### config.mk
export PLATFORM = sky130hd
export DESIGN_NAME = return_contact_monitor
export DESIGN_NICKNAME = d
export VERILOG_FILES = /design/src/rcm_pkg.sv /design/src/return_contact_monitor.sv
export SDC_FILE = /design/constraint.sdc
export NUM_CORES = 1
export LEC_CHECK = 0
export BUFFER_PORTS_ARGS = -buffer_cell sky130_fd_sc_hd__buf_4
export CORE_ASPECT_RATIO = 1.4
export CORE_MARGIN = 5
export CORE_UTILIZATION = 45
export DETAILED_ROUTE_END_ITERATION = 10
export GPL_TIMING_DRIVEN = 0
export PLACE_DENSITY = 0.74
export SLEW_MARGIN = 20
export SYNTH_ARGS = -nofsm -noshare
export SYNTH_HDL_FRONTEND = slang
export SYNTH_SLANG_ARGS = --single-unit
### constraint.sdc
create_clock -name clk_i -period 11.83 [get_ports clk_i]
set_input_delay 2.366 -clock clk_i [delete_from_list [all_inputs] [get_ports clk_i]]
set_output_delay 2.366 -clock clk_i [all_outputs]
set_load 0.05 [all_outputs]
### src/rcm_pkg.sv
// Package of constants and types for the return contact monitor.
`default_nettype none
package rcm_pkg;
  // Register byte offsets.
  localparam logic [7:0] OFS_FLASH = 8'h00;
  localparam logic [7:0] OFS_STATUS = 8'h04;
  localparam logic [7:0] OFS_BASE = 8'h08;
  localparam logic [7:0] OFS_SAMPLE = 8'h0C;
  localparam logic [7:0] OFS_IRQ_STAT = 8'h10;
  localparam logic [7:0] OFS_IRQ_MASK = 8'h14;
  // Status field positions.
  localparam int ST_ALARM = 0;
  localparam int ST_MONITORED = 1;
  localparam int ST_BASE_OK = 2;
  localparam int ST_RF_EN = 3;
  localparam int ST_PATH = 4;
  // Interrupt bit positions.
  localparam int IRQ_ALARM_SET = 0;
  localparam int IRQ_ALARM_CLR = 1;
  localparam int IRQ_BASE_UPD = 2;
  localparam int IRQ_W = 3;
  localparam logic [IRQ_W-1:0] IRQ_MASK_RST = 3'h0;
  // Contact limits in ohms and the allowed rise in percent.
  localparam int LOW_OHMS = 5;
  localparam int HIGH_OHMS = 135;
  localparam int RISE_PCT = 40;
  localparam int CONT_OHMS = 20;
  // Timing: flash half period and gap between the two tones.
  localparam int CLK_MHZ = 100;
  localparam int FLASH_HALF_MS = 250;
  localparam int TONE_GAP_MS = 150;
  localparam int FLASH_HALF_CYC = FLASH_HALF_MS * CLK_MHZ * 1000;
  localparam int TONE_GAP_CYC = TONE_GAP_MS * CLK_MHZ * 1000;
  localparam logic [31:0] FLASH_RST = 32'(FLASH_HALF_CYC);
  // Bus responses.
  localparam logic [1:0] RESP_OKAY = 2'h0;
  localparam logic [1:0] RESP_SLVERR = 2'h2;
  // Contact monitor state.
  typedef enum logic [1:0] {
    MON_CLEAR = 2'b01,
    MON_ALARM = 2'b10
  } mon_state_t;
endpackage
`default_nettype wire

### src/return_contact_monitor.sv
// Return electrode contact monitor with AXI4-Lite registers.
// Function
// - Raise the contact alarm when the resistance is below 5 or above 135 ohms.
// - Capture the first contact resistance of a monitored electrode as baseline.
// - Raise the contact alarm when resistance rises more than 40% over baseline.
// - Replace the baseline whenever a lower resistance is measured; here only a lower reading of 5 ohms or more replaces it.
// - During a monitored alarm flash red, sound a tone and cut RF output.
// - Hold the alarm until the fault is gone, then show green and enable RF.
// - Monitoring runs when the electrode reported is of the monitored type.
// - A plain electrode is only checked for continuity and leaves the light dark.
// - A plain electrode above 20 ohms flashes red, sounds two tones, cuts RF.
// - After a continuity fault clears, turn red off and enable RF again.
// - Monopolar activation closes the return current path.
// - Bipolar activation opens the return circuit so no current disperses.
//
// Chosen here: the AXI4-Lite register port and the placing of the registers.
`default_nettype none
module return_contact_monitor
  import rcm_pkg::*;
#(
  parameter int RES_W    = 10,
  parameter int TONE_GAP = TONE_GAP_CYC
) (
  input  wire logic             clk_i,
  input  wire logic             reset_n_i,
  input  wire logic [7:0]       s_axi_awaddr_i,
  input  wire logic             s_axi_awvalid_i,
  output logic                  s_axi_awready_o,
  input  wire logic [31:0]      s_axi_wdata_i,
  input  wire logic [3:0]       s_axi_wstrb_i,
  input  wire logic             s_axi_wvalid_i,
  output logic                  s_axi_wready_o,
  output logic [1:0]            s_axi_bresp_o,
  output logic                  s_axi_bvalid_o,
  input  wire logic             s_axi_bready_i,
  input  wire logic [7:0]       s_axi_araddr_i,
  input  wire logic             s_axi_arvalid_i,
  output logic                  s_axi_arready_o,
  output logic [31:0]           s_axi_rdata_o,
  output logic [1:0]            s_axi_rresp_o,
  output logic                  s_axi_rvalid_o,
  input  wire logic             s_axi_rready_i,
  input  wire logic             sample_valid_i,
  input  wire logic [RES_W-1:0] sample_ohms_i,
  input  wire logic             monitored_type_i,
  input  wire logic             mono_act_i,
  input  wire logic             bipolar_act_i,
  output logic                  led_red_o,
  output logic                  led_green_o,
  output logic                  tone_pulse_o,
  output logic                  rf_enable_o,
  output logic                  return_path_closed_o,
  output logic                  irq_o
);

  localparam int PW = RES_W + 8;

  // All state of the block in one record.
  typedef struct packed {
    logic             aw_got;
    logic [7:0]       aw_addr;
    logic             w_got;
    logic [31:0]      w_data;
    logic [3:0]       w_strb;
    logic             bvalid;
    logic [1:0]       bresp;
    logic             rvalid;
    logic [31:0]      rdata;
    logic [1:0]       rresp;
    logic [31:0]      flash_half;
    logic [IRQ_W-1:0] irq_stat;
    logic [IRQ_W-1:0] irq_mask;
    mon_state_t       mon;
    logic             monitored;
    logic             base_ok;
    logic [RES_W-1:0] base;
    logic [RES_W-1:0] sample;
    logic [31:0]      flash_cnt;
    logic             flash_on;
    logic [1:0]       tones_left;
    logic [31:0]      gap_cnt;
    logic             tone;
    logic             led_red;
    logic             led_green;
    logic             rf_en;
    logic             path_closed;
  } state_t;

  state_t q;
  state_t next_q;

  // Mapped offsets answer OKAY; anything else gets SLVERR.
  function automatic logic addr_ok(input logic [7:0] a);
    unique case (a)
      OFS_FLASH, OFS_STATUS, OFS_BASE, OFS_SAMPLE,
      OFS_IRQ_STAT, OFS_IRQ_MASK: addr_ok = 1'b1;
      default: addr_ok = 1'b0;
    endcase
  endfunction

  // Merge a write into a 32-bit word under byte strobes.
  function automatic logic [31:0] merge(input logic [31:0] old, input logic [31:0] d,
                                        input logic [3:0] s);
    logic [31:0] r;
    r = old;
    for (int i = 0; i < 4; i++) begin
      if (s[i]) begin
        r[8*i +: 8] = d[8*i +: 8];
      end
    end
    merge = r;
  endfunction

  logic [31:0]      status_word;
  logic [PW-1:0]    rise_lhs;
  logic [PW-1:0]    rise_rhs;
  logic             fault_mon;
  logic             fault_cont;
  logic             fault;
  logic             type_now;
  logic [IRQ_W-1:0] events;

  // Channel readiness follows the captured flags directly.
  assign s_axi_awready_o = !q.aw_got && !q.bvalid;
  assign s_axi_wready_o = !q.w_got && !q.bvalid;
  assign s_axi_arready_o = !q.rvalid;
  assign s_axi_bvalid_o = q.bvalid;
  assign s_axi_bresp_o = q.bresp;
  assign s_axi_rvalid_o = q.rvalid;
  assign s_axi_rdata_o = q.rdata;
  assign s_axi_rresp_o = q.rresp;
  assign led_red_o = q.led_red;
  assign led_green_o = q.led_green;
  assign tone_pulse_o = q.tone;
  assign rf_enable_o = q.rf_en;
  assign return_path_closed_o = q.path_closed;
  assign irq_o = |(q.irq_stat & q.irq_mask);

  // Fault evaluation of the incoming sample; the rise test avoids a divider
  // by cross-multiplying, which is exact for integer ohms.
  always_comb begin
    type_now = monitored_type_i;
    rise_lhs = PW'(sample_ohms_i) * PW'(100);
    rise_rhs = PW'(q.base) * PW'(100 + RISE_PCT);
    fault_mon = (sample_ohms_i < RES_W'(LOW_OHMS))
             || (sample_ohms_i > RES_W'(HIGH_OHMS))
             || (q.base_ok && type_now == q.monitored
                 && rise_lhs > rise_rhs);
    fault_cont = sample_ohms_i > RES_W'(CONT_OHMS);
    fault = type_now ? fault_mon : fault_cont;
  end

  // Status word as seen by software.
  always_comb begin
    status_word = 32'h0000_0000;
    status_word[ST_ALARM] = q.mon == MON_ALARM;
    status_word[ST_MONITORED] = q.monitored;
    status_word[ST_BASE_OK] = q.base_ok;
    status_word[ST_RF_EN] = q.rf_en;
    status_word[ST_PATH] = q.path_closed;
  end

  // Next-state logic for bus, monitor, indicator, tone and return path.
  always_comb begin
    next_q = q;
    events = '0;
    next_q.tone = 1'b0;

    // Write address and data may arrive in either order.
    if (s_axi_awvalid_i && s_axi_awready_o) begin
      next_q.aw_got = 1'b1;
      next_q.aw_addr = s_axi_awaddr_i;
    end
    if (s_axi_wvalid_i && s_axi_wready_o) begin
      next_q.w_got = 1'b1;
      next_q.w_data = s_axi_wdata_i;
      next_q.w_strb = s_axi_wstrb_i;
    end
    if (q.bvalid && s_axi_bready_i) begin
      next_q.bvalid = 1'b0;
    end

    // Read: data is registered on the same edge that takes the address.
    if (q.rvalid && s_axi_rready_i) begin
      next_q.rvalid = 1'b0;
    end
    if (s_axi_arvalid_i && s_axi_arready_o) begin
      next_q.rvalid = 1'b1;
      next_q.rresp = addr_ok(s_axi_araddr_i) ? RESP_OKAY : RESP_SLVERR;
      unique case (s_axi_araddr_i)
        OFS_FLASH: next_q.rdata = q.flash_half;
        OFS_STATUS: next_q.rdata = status_word;
        OFS_BASE: next_q.rdata = 32'(q.base);
        OFS_SAMPLE: next_q.rdata = 32'(q.sample);
        OFS_IRQ_STAT: next_q.rdata = 32'(q.irq_stat);
        OFS_IRQ_MASK: next_q.rdata = 32'(q.irq_mask);
        default: next_q.rdata = 32'h0000_0000;
      endcase
    end

    // Sample evaluation; a change of electrode type forgets the baseline.
    if (sample_valid_i) begin
      next_q.sample = sample_ohms_i;
      next_q.monitored = type_now;
      if (type_now != q.monitored) begin
        next_q.base_ok = 1'b0;
      end
      if (type_now && !fault) begin
        if (!next_q.base_ok) begin
          next_q.base = sample_ohms_i;
          next_q.base_ok = 1'b1;
          events[IRQ_BASE_UPD] = 1'b1;
        end else if (sample_ohms_i < q.base) begin
          next_q.base = sample_ohms_i;
          events[IRQ_BASE_UPD] = 1'b1;
        end
      end
      unique case (q.mon)
        MON_CLEAR: begin
          if (fault) begin
            next_q.mon = MON_ALARM;
            next_q.tones_left = type_now ? 2'd1 : 2'd2;
            next_q.gap_cnt = 32'h0000_0000;
            events[IRQ_ALARM_SET] = 1'b1;
          end
        end
        MON_ALARM: begin
          if (!fault) begin
            next_q.mon = MON_CLEAR;
            events[IRQ_ALARM_CLR] = 1'b1;
          end
        end
      endcase
    end

    // Tone pulses, spaced by a gap so two tones are heard as two.
    if (q.tones_left != 2'd0) begin
      if (q.gap_cnt == 32'h0000_0000) begin
        next_q.tone = 1'b1;
        next_q.tones_left = q.tones_left - 2'd1;
        next_q.gap_cnt = 32'(TONE_GAP);
      end else begin
        next_q.gap_cnt = q.gap_cnt - 32'h0000_0001;
      end
    end

    // Flash divider runs only in alarm and starts in the lit phase so the
    // red light shows on the first cycle of the alarm. Counting begins one
    // cycle after entry, so even a period of 0 or 1 lights red at once.
    if (q.mon == MON_ALARM) begin
      if (q.flash_cnt + 32'h0000_0001 >= q.flash_half) begin
        next_q.flash_cnt = 32'h0000_0000;
        next_q.flash_on = !q.flash_on;
      end else begin
        next_q.flash_cnt = q.flash_cnt + 32'h0000_0001;
      end
    end else begin
      next_q.flash_cnt = 32'h0000_0000;
      next_q.flash_on = 1'b1;
    end

    // Indicators and RF gate follow the monitor state.
    next_q.led_red = (next_q.mon == MON_ALARM) && next_q.flash_on;
    next_q.led_green = (next_q.mon == MON_CLEAR) && next_q.monitored;
    next_q.rf_en = next_q.mon == MON_CLEAR;

    // Bipolar takes priority so the return pad can never share its current.
    next_q.path_closed = mono_act_i && !bipolar_act_i;

    // Register write once both halves are in; hardware events win the clear.
    if (q.aw_got && q.w_got) begin
      next_q.aw_got = 1'b0;
      next_q.w_got = 1'b0;
      next_q.bvalid = 1'b1;
      next_q.bresp = addr_ok(q.aw_addr) ? RESP_OKAY : RESP_SLVERR;
      unique case (q.aw_addr)
        OFS_FLASH: next_q.flash_half = merge(q.flash_half, q.w_data, q.w_strb);
        OFS_IRQ_STAT: begin
          if (q.w_strb[0]) begin
            next_q.irq_stat = q.irq_stat & ~q.w_data[IRQ_W-1:0];
          end
        end
        OFS_IRQ_MASK: begin
          if (q.w_strb[0]) begin
            next_q.irq_mask = q.w_data[IRQ_W-1:0];
          end
        end
        default: begin
        end
      endcase
    end
    next_q.irq_stat = next_q.irq_stat | events;
  end

  // State register; RF stays off after reset until a good sample arrives.
  always_ff @(posedge clk_i or negedge reset_n_i) begin
    if (!reset_n_i) begin
      q <= '0;
      q.flash_half <= FLASH_RST;
      q.irq_mask <= IRQ_MASK_RST;
      q.mon <= MON_ALARM;
      q.flash_on <= 1'b1;
    end else begin
      q <= next_q;
    end
  end

endmodule
`default_nettype wire

==> run metrics, run 1 <==
status=finished clean; Clock transition at path regs=0.06 ns; CTS sink cnt=roughly 220; total power draw=3470 uW; chip width=roughly 150 um; CP Cell Sequence=buf_4 > inv_1 > ha_1 > ha_1 > fa_1 > ha_1 > a21oi_1 > o21ai_0 > a21oi_1 > o21ai_0 > or4_1 > nand3_1 > ha_1 > a21o_1 > a211oi_1 > o21ai_0 > o31ai_1 > o21bai_1 > nor4_1 > buf_2 > mux2i_1; Clock Tree Buf Depth=3; Top Family by Delay on Critical Path=compound AO/OA/AOI/OAI gates; Final Cycle Share=between 60% and 70%; Post-synth top cells=202 x dfrtp_1, 136 x ha_1, 114 x inv_1, 90 x mux2_2, 76 x nand2_1; Max-slew headroom=38.7%; # rows=73; total CTS buffers=23; power share of the clock group=between 20% and 30%; routability cong.=0.876; initial antenna violation count=2; required time worst endpoint=between 10 and 15 ns; PortBufs=115; Detailed Routing Iterations Pass 1=5; sum of negative setup slack=0 ns; max incr delay on CP=between 0.5 and 0.6 ns; fmax=134 MHz; nets=1609; Peak VDD IR=0.157 mV; Worst R2R Path Depth=20; H-Tree Depth=1; synth warn=0; IO Count=120; fin cells=~1800; P per Cell Area=227 nW/um^2; worst setup path class=in2reg; combinational fraction of design power=47.4%; actual slew at the worst max-slew pin=slightly above 0.9 ns; share of layout cells above drive strength 1=22.7%; Hold Fails Final Rpt=0; Via Count=9641; Avg Inst Size Synth=10.5 um^2; worst reg2reg path endpoint=q[91]$_DFFE_PN0P_; largest net degree at the start of global routing=92; Area growth, synth to finish=16.9%; minimum clock period=between 7 and 8 ns; first-pass GRT wire length=slightly below 50000 um; Seq cells post-synth=~220; RSZ-0062 raised after global routing=no; Sw Share=40.3%; ranking of synthesized cells by area=dfrtp_1 39%, ha_1 13%, mux2_2 7.8%; Tot GR Track Use=18.0%; r2r setup slk=just under 6 ns; vias in the first global route=9835; beginning of the worst hold path=s_axi_bresp_o[1]$_DFFE_PN0P_; FF-to-FF Start=q[90]$_DFFE_PN0P_; Slew Viols, Final=0; core area=28500 um^2; FFs w/ async S/R, synth=100%; Post-CTS Hold Buffers=0; share of power burned in registers=30.9%; Leakage=approximately 0.0075 uW; sw power=1400 uW; total of max-cap violations=0; Hold Crit Class=reg2reg; die height=212 um; antenna viol nets, final=0; Worst setup SP type=primary input; Util after Layout=53.6%; Worst Path Arrival=7.90 ns; top-count cell post-synth=dfrtp_1; Setup Viol. Count Final=0; unique cell type count in the Yosys netlist=76; Pint=between 2000 and 2500 uW; placed cells=1739; Post-Syn Area=13100 um^2; root buf cell=clkbuf_16; worst hold margin=just under 0.5 ns; cell mode on critical path=ha_1; crit end category=flop; Iter 0 DRT Violations=506; share of the synthesized area in the top cell type=around 39%; worst hold path stage count=2; Yosys top cell by area=dfrtp_1; WL final=30000 um; HPWL Detailed=23500 um; slowest CP cell=o31ai_1; clk_lat worst skew=0.52 ns; Initial Util=a little under half; EDFF count, synth=0; peak fanout along the critical path=10; gr ovfl total=0; final clock skew=0.0186 ns; die area=32600 um^2; routed len/inst=between 15 and 20 um; Endpoint, Worst Hold=s_axi_bresp_o[1]$_DFFE_PN0P_; Buf/Inv on CP=3; # DRC=0; ys flop type=dfrtp_1; drt via density=5.40; sequential fraction of the synthesis area=41.5%; Gate Count Post-Synth=between 1000 and 1500; Post-CTS Setup Bufs=0; cts repair resizes=0; TritonCTS clock tree=built
-- flip-flops by register name, summed over array words and instances, names as in the netlist --
register	count
q	175
s_axi_rdata_o	32
led_green_o	1
led_red_o	1
return_path_closed_o	1
rf_enable_o	1
s_axi_bresp_o	1
s_axi_bvalid_o	1
s_axi_rresp_o	1
s_axi_rvalid_o	1
tone_pulse_o	1
-- metal layers --
metal	wire [um]	track usage (%)	up-vias
li1	-	-	4652
met1	12200	21.5	4720
met2	15600	33.0	213
met3	1320	2.60	56
met4	905	6.52	0
met5	0	0	-
-- power groups by stage --
stage	Sequential [uW]	Clock (uW)	Combinational (uW)
after floorplan	1040	0	1240
final	1070	753	1650
after global placement	1080	0	1580
after detailed placement	1080	0	1640
after CTS	1070	768	1650
after global routing	1090	800	1890
-- metrics by stage --
stage / cell area [um^2] / worst slack (ns)
finish: 15300 / 4.36
global route: 15300 / 3.94
CTS: 15300 / 4.39
detailed placement: 14500 / 3.87
global placement: 14400 / 3.97
floorplan: 13100 / 4.89
-- tightest hold or removal path, cell delays in order, from the launching register on --
cell and delay (ns):
dfrtp_1 0.34, nand2_1 0.04, o21ai_0 0.06
-- how the worst max path moves through the flow --
stage	start	to	slack [ns]	cells after the start
floorplan	sample_ohms_i[2]	q[83]$_DFFE_PN0P_	4.89	20
global placement	sample_ohms_i[3]	q[91]$_DFFE_PN0P_	3.97	21
detailed placement	sample_ohms_i[3]	q[88]$_DFFE_PN0P_	3.87	21
CTS	sample_ohms_i[3]	q[88]$_DFFE_PN0P_	4.39	21
global route	sample_ohms_i[3]	q[88]$_DFFE_PN0P_	3.94	21
finish	sample_ohms_i[3]	q[91]$_DFFE_PN0P_	4.36	21
-- placed cells by master, fill, tap and decap left out, drive strengths merged, types with 9 or more instances in the layout --
master	Yosys	final
a211oi	11	11
a21o	13	13
a21oi	52	52
a22o	30	30
a31oi	14	14
and3	13	13
buf	43	160
clkbuf	22	52
dfrtp	202	202
dfstp	14	14
fa	11	11
ha	136	136
inv	115	117
mux2	90	90
mux2i	20	20
nand2	76	76
nand3	29	29
nand4	13	13
nor2	67	67
nor2b	38	38
nor3	22	22
nor4	10	10
o21ai	32	32
o31ai	9	9
or3	12	12
xnor2	30	30
xor2	22	22
-- area by class of cell --
type / count / area, um^2
antenna: 3 / 7.51
buffer: 65 / 384
clock buffer: 30 / 642
clock inverter: 12 / 161
fill: 2541 / 13200
inverter: 116 / 435
multi-input combinational: 850 / 6820
sequential: 216 / 5420
tap: 375 / 469
timing repair buffer: 117 / 926
-- cell families (layout without fill, tap and decap cells) --
kind of cell             Yosys count  in the layout  share of synthesized area, %
AO/OA/AOI/OAI                    217            217                          11.5
XOR/XNOR                          52             52                          3.49
adder cells (fa/ha/maj)          147            147                          14.7
buffers and inverters            181            340                          6.28
flip-flops                       216            216                          41.5
multiplexers                     112            112                          9.64
other                              1              5                        0.0287
AND/OR/NAND/NOR                  320            320                          12.8
Power figures use the tool's default switching activity.
==> run 2, diff against run 1 <==
Settings changed: ABC_AREA set to 1.
Clock period 11.83 ns to 7.7 ns, I/O delays scaled along.
==> run 2 against run 1 <==
Synthesized cell count increased by 34%. Via count increased by 15%. Core utilization decreased by 1.1 points. Flip-flop and latch count unchanged. Power increased by 47%. Sequential power increased by 55%. Critical path depth increased by 10. Clock skew decreased by 0.0063 ns. Combinational power increased by 50%. Non-clock buffer count increased by 7.
==> run metrics, run 2 <==
status=finished clean (unchanged); max reg flops=175 (unchanged); # rows=75 (was 73); top-count cell post-synth=nand2_1 (was dfrtp_1); Final Cycle Share=roughly three quarters; sequential fraction of the synthesis area=39.8% (was 41.5%); P per Cell Area=326 nW/um^2 (was 227 nW/um^2); PortBufs=117 (was 115); TritonCTS clock tree=built (unchanged); share of layout cells above drive strength 1=14.9% (was 22.7%); Via Count=11100 (was 9641); Gate Count Post-Synth=1674 (was 1246); Setup Viol. Count Final=0 (unchanged); Most flops, register=q (unchanged); Leakage=0.00819 uW (was 0.00747 uW); Tot GR Track Use=19.1% (was 18.0%); commonest non-fill, non-tap cell in the layout=nand2_1 (was dfrtp_1); # DRC=0 (unchanged); Hold Fails Final Rpt=0 (unchanged); chip width=157 um (was 154 um); first-pass GRT wire length=53400 um (was 48700 um); RSZ-0062 raised after global routing=no (unchanged); slowest CP cell=fa_1 (was o31ai_1); cell mode on critical path=nand2_1 (was ha_1); gr ovfl total=0 (unchanged); root buf cell=clkbuf_16 (unchanged); ranking of synthesized cells by area=dfrtp_1 37%, ha_1 12%, nand2_1 9.7% (was dfrtp_1 39%, ha_1 13%, mux2_2 7.8%); CTS sink cnt=216 (unchanged); fin cells=2216 (was 1784); actual slew at the worst max-slew pin=0.719 ns (was 0.911 ns); Worst Path Arrival=6.21 ns (was 7.90 ns); FFs w/ async S/R, synth=100% (unchanged); IO Count=120 (unchanged); Peak VDD IR=0.263 mV (was 0.157 mV); core area=29900 um^2 (was 28500 um^2); Yosys top cell by area=dfrtp_1 (unchanged); cts repair resizes=0 (unchanged); max incr delay on CP=0.46 ns (was 0.54 ns); Post-CTS Setup Bufs=0 (unchanged); initial antenna violation count=0 (was 2); total CTS buffers=21 (was 23); Slew Viols, Final=0 (unchanged); Seq cells post-synth=216 (unchanged); sum of negative setup slack=0 ns (unchanged); Ant. Diodes=0 (was 3); share of the synthesized area in the top cell type=37.1% (was 38.7%); drt via density=5.01 (was 5.40); clk_lat worst skew=0.51 ns (was 0.52 ns); die height=216 um (was 212 um); placed cells=2179 (was 1739); Iter 0 DRT Violations=629 (was 506); Area growth, synth to finish=15.2% (was 16.9%); Hold Crit Class=reg2reg (unchanged); Clock Tree Buf Depth=3 (unchanged); routed len/inst=14.7 um (was 16.8 um); HPWL Detailed=25700 um (was 23500 um); most frequent cells in the layout=352 x nand2_1, 279 x inv_1, 202 x dfrtp_1 (was 202 x dfrtp_1, 150 x buf_4, 136 x ha_1); Post-synth top cells=352 x nand2_1, 279 x inv_1, 202 x dfrtp_1, 152 x nor2_1, 136 x ha_1 (was 202 x dfrtp_1, 136 x ha_1, 114 x inv_1, 90 x mux2_2, 76 x nand2_1); vias in the first global route=11400 (was 9835); peak fanout along the critical path=10 (unchanged); Post-Syn Area=13600 um^2 (was 13100 um^2); Clock transition at path regs=0.06 ns (about the same); crit end category=flop (unchanged); Initial Util=45.5% (was 45.8%); nets=2037 (was 1609); Detailed Routing Iterations Pass 1=6 (was 5); die area=33900 um^2 (was 32600 um^2); H-Tree Depth=1 (unchanged); unique cell type count in the Yosys netlist=56 (was 76); Worst setup SP type=primary input (unchanged); Post-CTS Hold Buffers=0 (unchanged); final clock skew=0.0123 ns (was 0.0186 ns); antenna viol nets, final=0 (unchanged); synth warn=0 (unchanged); WL final=32500 um (was 30000 um); worst setup path class=in2reg (unchanged); Avg Inst Size Synth=8.14 um^2 (was 10.5 um^2); routability cong.=0.873 (was 0.876); Max-slew headroom=52.1% (was 38.7%); minimum clock period=~5.8 ns; ys flop type=dfrtp_1 (unchanged); total of max-cap violations=0 (unchanged); EDFF count, synth=0 (unchanged); required time worst endpoint=8.07 ns (was 12.26 ns); fmax=171 MHz; largest net degree at the start of global routing=104 (was 92)
## run 2: report_power, final
| part | switching (uW) | leakage, uW | internal, uW | total (uW) |
|---|---|---|---|---|
| clock network | 433 | 0.000318 | 558 | 991 |
| logic | 1550 | 0.00520 | 917 | 2470 |
| registers | 225 | 0.00268 | 1430 | 1660 |
| total | 2210 | 0.00819 | 2910 | 5120 |
## run 2: critical path, delay by kind of cell
kind | cells | cell delay (ns)
xor+xnor | 1 | 0.14
fa+ha+maj | 5 | 1.78
compound gates | 5 | 0.84
buf+inv | 4 | 0.52
simple gates | 16 | 1.38
## run 2: cell families (layout without fill, tap and decap cells)
family,count (synthesis),after routing,share of synthesized area [%]
other,1,2,0.0275
buffers and inverters,354,510,10.9
AND/OR/NAND/NOR,651,651,20.9
flip-flops,216,216,39.8
XOR/XNOR,47,47,3.07
multiplexers,15,15,1.24
adder cells (fa/ha/maj),147,147,14.1
AO/OA/AOI/OAI,243,243,10.1
## run 2: layout make-up
| cell class | instances | area [um^2] |
|---|---|---|
| tap | 385 | 482 |
| timing repair buffer | 119 | 941 |
| sequential | 216 | 5420 |
| fill | 2763 | 14200 |
| buffer | 70 | 414 |
| inverter | 284 | 1070 |
| clock buffer | 28 | 572 |
| multi-input combinational | 1105 | 6730 |
| clock inverter | 9 | 78.8 |
## run 2: per-layer routing
metal  GRT usage (%)  wire, um
met2            35.2     16800
met5               0         0
met4            7.72      1300
met1            22.4     13300
met3            2.12      1150
## run 2: stage by stage
step / utilization [%] / power, uW / area [um^2] / hold WS (ns) / worst slack [ns]
after global placement: 50.1 / 4030 / 15000 / 0.466 / 1.40
after global routing: 52.5 / 5610 / 15700 / 0.513 / 1.51
final: 52.5 / 5120 / 15700 / 0.483 / 1.86
after CTS: 52.5 / 5170 / 15700 / 0.489 / 1.89
after detailed placement: 50.3 / 4160 / 15100 / 0.473 / 1.40
after floorplan: - / 3470 / 13600 / 0.450 / 2.19
## run 2: path summary, 6_finish.rpt
kind / from / end / slack (ns) / cells past startpoint
worst min-delay path: q[119]$_DFFE_PN0P_ / q[119]$_DFFE_PN0P_ / 0.48 / 2
worst max-delay path: sample_ohms_i[2] / q[90]$_DFFE_PN0P_ / 1.86 / 31
min in group asynchronous: reset_n_i / q[5]$_DFFE_PN0P_ / 0.94 / 1
max in group asynchronous: reset_n_i / q[122]$_DFFE_PN1P_ / 5.92 / 2
worst min register to register: q[119]$_DFFE_PN0P_ / q[119]$_DFFE_PN0P_ / 0.48 / 2
worst max register to register: q[90]$_DFFE_PN0P_ / q[90]$_DFFE_PN0P_ / 2.81 / 29
==> run 3, diff against run 2 <==
Settings changed: PLACE_DENSITY 0.74 to 0.76.
Clock period 7.7 ns to 5.2 ns, I/O delays scaled along.
==> run 3 against run 2 <==
First-iteration DRC count grew 3.3%. Worst setup slack worse by 1.6 ns. Highest routed layer unchanged. Combinational power is 54% higher. Critical path type unchanged. Largest power group unchanged.
==> run metrics, run 3 (synthesis results as in run 2) <==
Worst setup SP type=primary input (unchanged); # rows=75 (unchanged); IO Count=120 (unchanged); actual slew at the worst max-slew pin=0.788 ns (was 0.719 ns); Hold Fails Final Rpt=0 (unchanged); total CTS buffers=21 (unchanged); P per Cell Area=492 nW/um^2 (was 326 nW/um^2); Max-slew headroom=47.0% (was 52.1%); Clock transition at path regs=0.07 ns (was 0.06 ns); # DRC=0 (unchanged); nets=2044 (was 2037); CP startpoint=sample_ohms_i[3] (was sample_ohms_i[2]); first-pass GRT wire length=53900 um (was 53400 um); Iter 0 DRT Violations=650 (was 629); crit path to=q[28]$_DFFE_PN0P_ (was q[90]$_DFFE_PN0P_); Peak VDD IR=0.390 mV (was 0.263 mV); Post-CTS Hold Buffers=0 (unchanged); Slew Viols, Final=0 (unchanged); required time worst endpoint=5.59 ns (was 8.07 ns); routability cong.=0.898 (was 0.873); PortBufs=117 (unchanged); Cell Area, Placed=15100 um^2 (unchanged); HPWL Detailed=25200 um (was 25700 um); Worst Path Arrival=5.37 ns (was 6.21 ns); Util after Layout=53.4% (was 52.5%); Most flops, register=q (unchanged); largest net degree at the start of global routing=101 (was 104); die area=33900 um^2 (unchanged); antenna viol nets, final=0 (unchanged); Top Family by Delay on Critical Path=adder cells (unchanged); Initial Util=45.5% (unchanged); minimum clock period=4.98 ns; total power draw=7850 uW (was 5120 uW); H-Tree Depth=1 (unchanged); clk_lat worst skew=0.51 ns (about the same); gr ovfl total=0 (unchanged); Detailed Routing Iterations Pass 1=6 (unchanged); share of layout cells above drive strength 1=16.2% (was 14.9%); commonest non-fill, non-tap cell in the layout=nand2_1 (unchanged); Via Count=11200 (was 11100); final clock skew=0.0174 ns (was 0.0123 ns); peak fanout along the critical path=8 (was 10); max reg flops=175 (unchanged); Tot GR Track Use=19.2% (was 19.1%); WP depth=33 (was 31); design area=16000 um^2 (was 15700 um^2); Hold Crit Class=in2async (was reg2reg); Buf/Inv on CP=5 (was 4); worst reg2reg path endpoint=q[28]$_DFFE_PN0P_ (was q[90]$_DFFE_PN0P_); chip width=157 um (unchanged); Area growth, synth to finish=17.2% (was 15.2%); CTS sink cnt=216 (unchanged); FF-to-FF Start=q[89]$_DFFE_PN0P_ (was q[90]$_DFFE_PN0P_); vias in the first global route=11400 (about the same); TritonCTS clock tree=built (unchanged); root buf cell=clkbuf_16 (unchanged); total of max-cap violations=0 (unchanged); WL final=32700 um (was 32500 um); Clock Tree Buf Depth=3 (unchanged); Worst R2R Path Depth=30 (was 29); Setup Viol. Count Final=0 (unchanged); fmax=201 MHz; status=finished clean (unchanged); Leakage=0.00829 uW (was 0.00819 uW); Final Cycle Share=between 90% and 100%; cell mode on critical path=nand2_1 (unchanged); most frequent cells in the layout=349 x nand2_1, 279 x inv_1, 202 x dfrtp_1 (was 352 x nand2_1, 279 x inv_1, 202 x dfrtp_1); die height=216 um (unchanged); crit end category=flop (unchanged); initial antenna violation count=0 (unchanged); worst setup path class=in2reg (unchanged); drt via density=5.05 (was 5.01); routed len/inst=14.7 um (about the same); core area=29900 um^2 (unchanged); Ant. Diodes=0 (unchanged); slowest CP cell=fa_1 (unchanged); max incr delay on CP=0.50 ns (was 0.46 ns); r2r setup slk=0.32 ns (was 2.81 ns)
==> run 3: cell count changes in the layout (fill, tap and decap cells not counted), moves of 4 or more <==
cell	change
clkbuf_8	+4
a21oi_2	+4
a21oi_1	-4
buf_6	+8
==> run 3: what timing repair did <==
item / in CTS / in global routing
endpoints found under the setup margin: 14 / 51
pin swaps: 0 / 9
cloned: 0 / 4
resized for setup: 3 / 33
buffers inserted: 0 / 3
==> run 3: how the worst min path moves through the flow <==
stage | end | slack [ns] | depth (start not counted)
after floorplan | q[100]$_DFF_PN0_ | 0.45 | 2
after global placement | q[100]$_DFF_PN0_ | 0.47 | 2
after detailed placement | s_axi_rdata_o[3]$_DFFE_PN0P_ | 0.47 | 2
after CTS | q[7]$_DFFE_PN0P_ | 0.35 | 1
after global routing | q[7]$_DFFE_PN0P_ | 0.37 | 1
final | q[7]$_DFFE_PN0P_ | 0.37 | 1
==> run 3: report_power, final <==
| part | internal [uW] | switching [uW] | total (uW) |
|---|---|---|---|
| clock | 932 | 652 | 1580 |
| combinational | 1430 | 2380 | 3810 |
| sequential | 2120 | 333 | 2450 |
| total | 4480 | 3370 | 7850 |
==> run 3: metal layers <==
metal / global-route usage [%] / part of all wire [%] / vias to the layer above
met2: 35.6 / 52 / 275
met3: 2.61 / 4.3 / 72
li1: - / - / 5617
met1: 22.2 / 40 / 5258
met5: 0 / 0 / -
met4: 7.23 / 3.8 / 0
==> run 3: layout make-up <==
type | instances | area [um^2]
Buffer | 70 | 435
Clock buffer | 31 | 623
Clock inverter | 6 | 91.3
Fill cell | 2644 | 14000
Inverter | 284 | 1070
Multi-Input combinational cell | 1105 | 6850
Sequential cell | 216 | 5420
Tap cell | 385 | 482
Timing Repair Buffer | 126 | 1000
==> run 3: per-stage QoR <==
step	std cells	hold WS, ns	TNS, ns	setup WS (ns)
6_report	2223	0.368	0	0.222
3_5_place_dp	2179	0.467	-25.61	-0.622
4_1_cts	2216	0.354	0	0.00288
3_3_place_gp	2177	0.467	-22.45	-0.539
2_1_floorplan	1675	0.450	0	0.186
5_1_grt	2223	0.369	-1.33	-0.0668
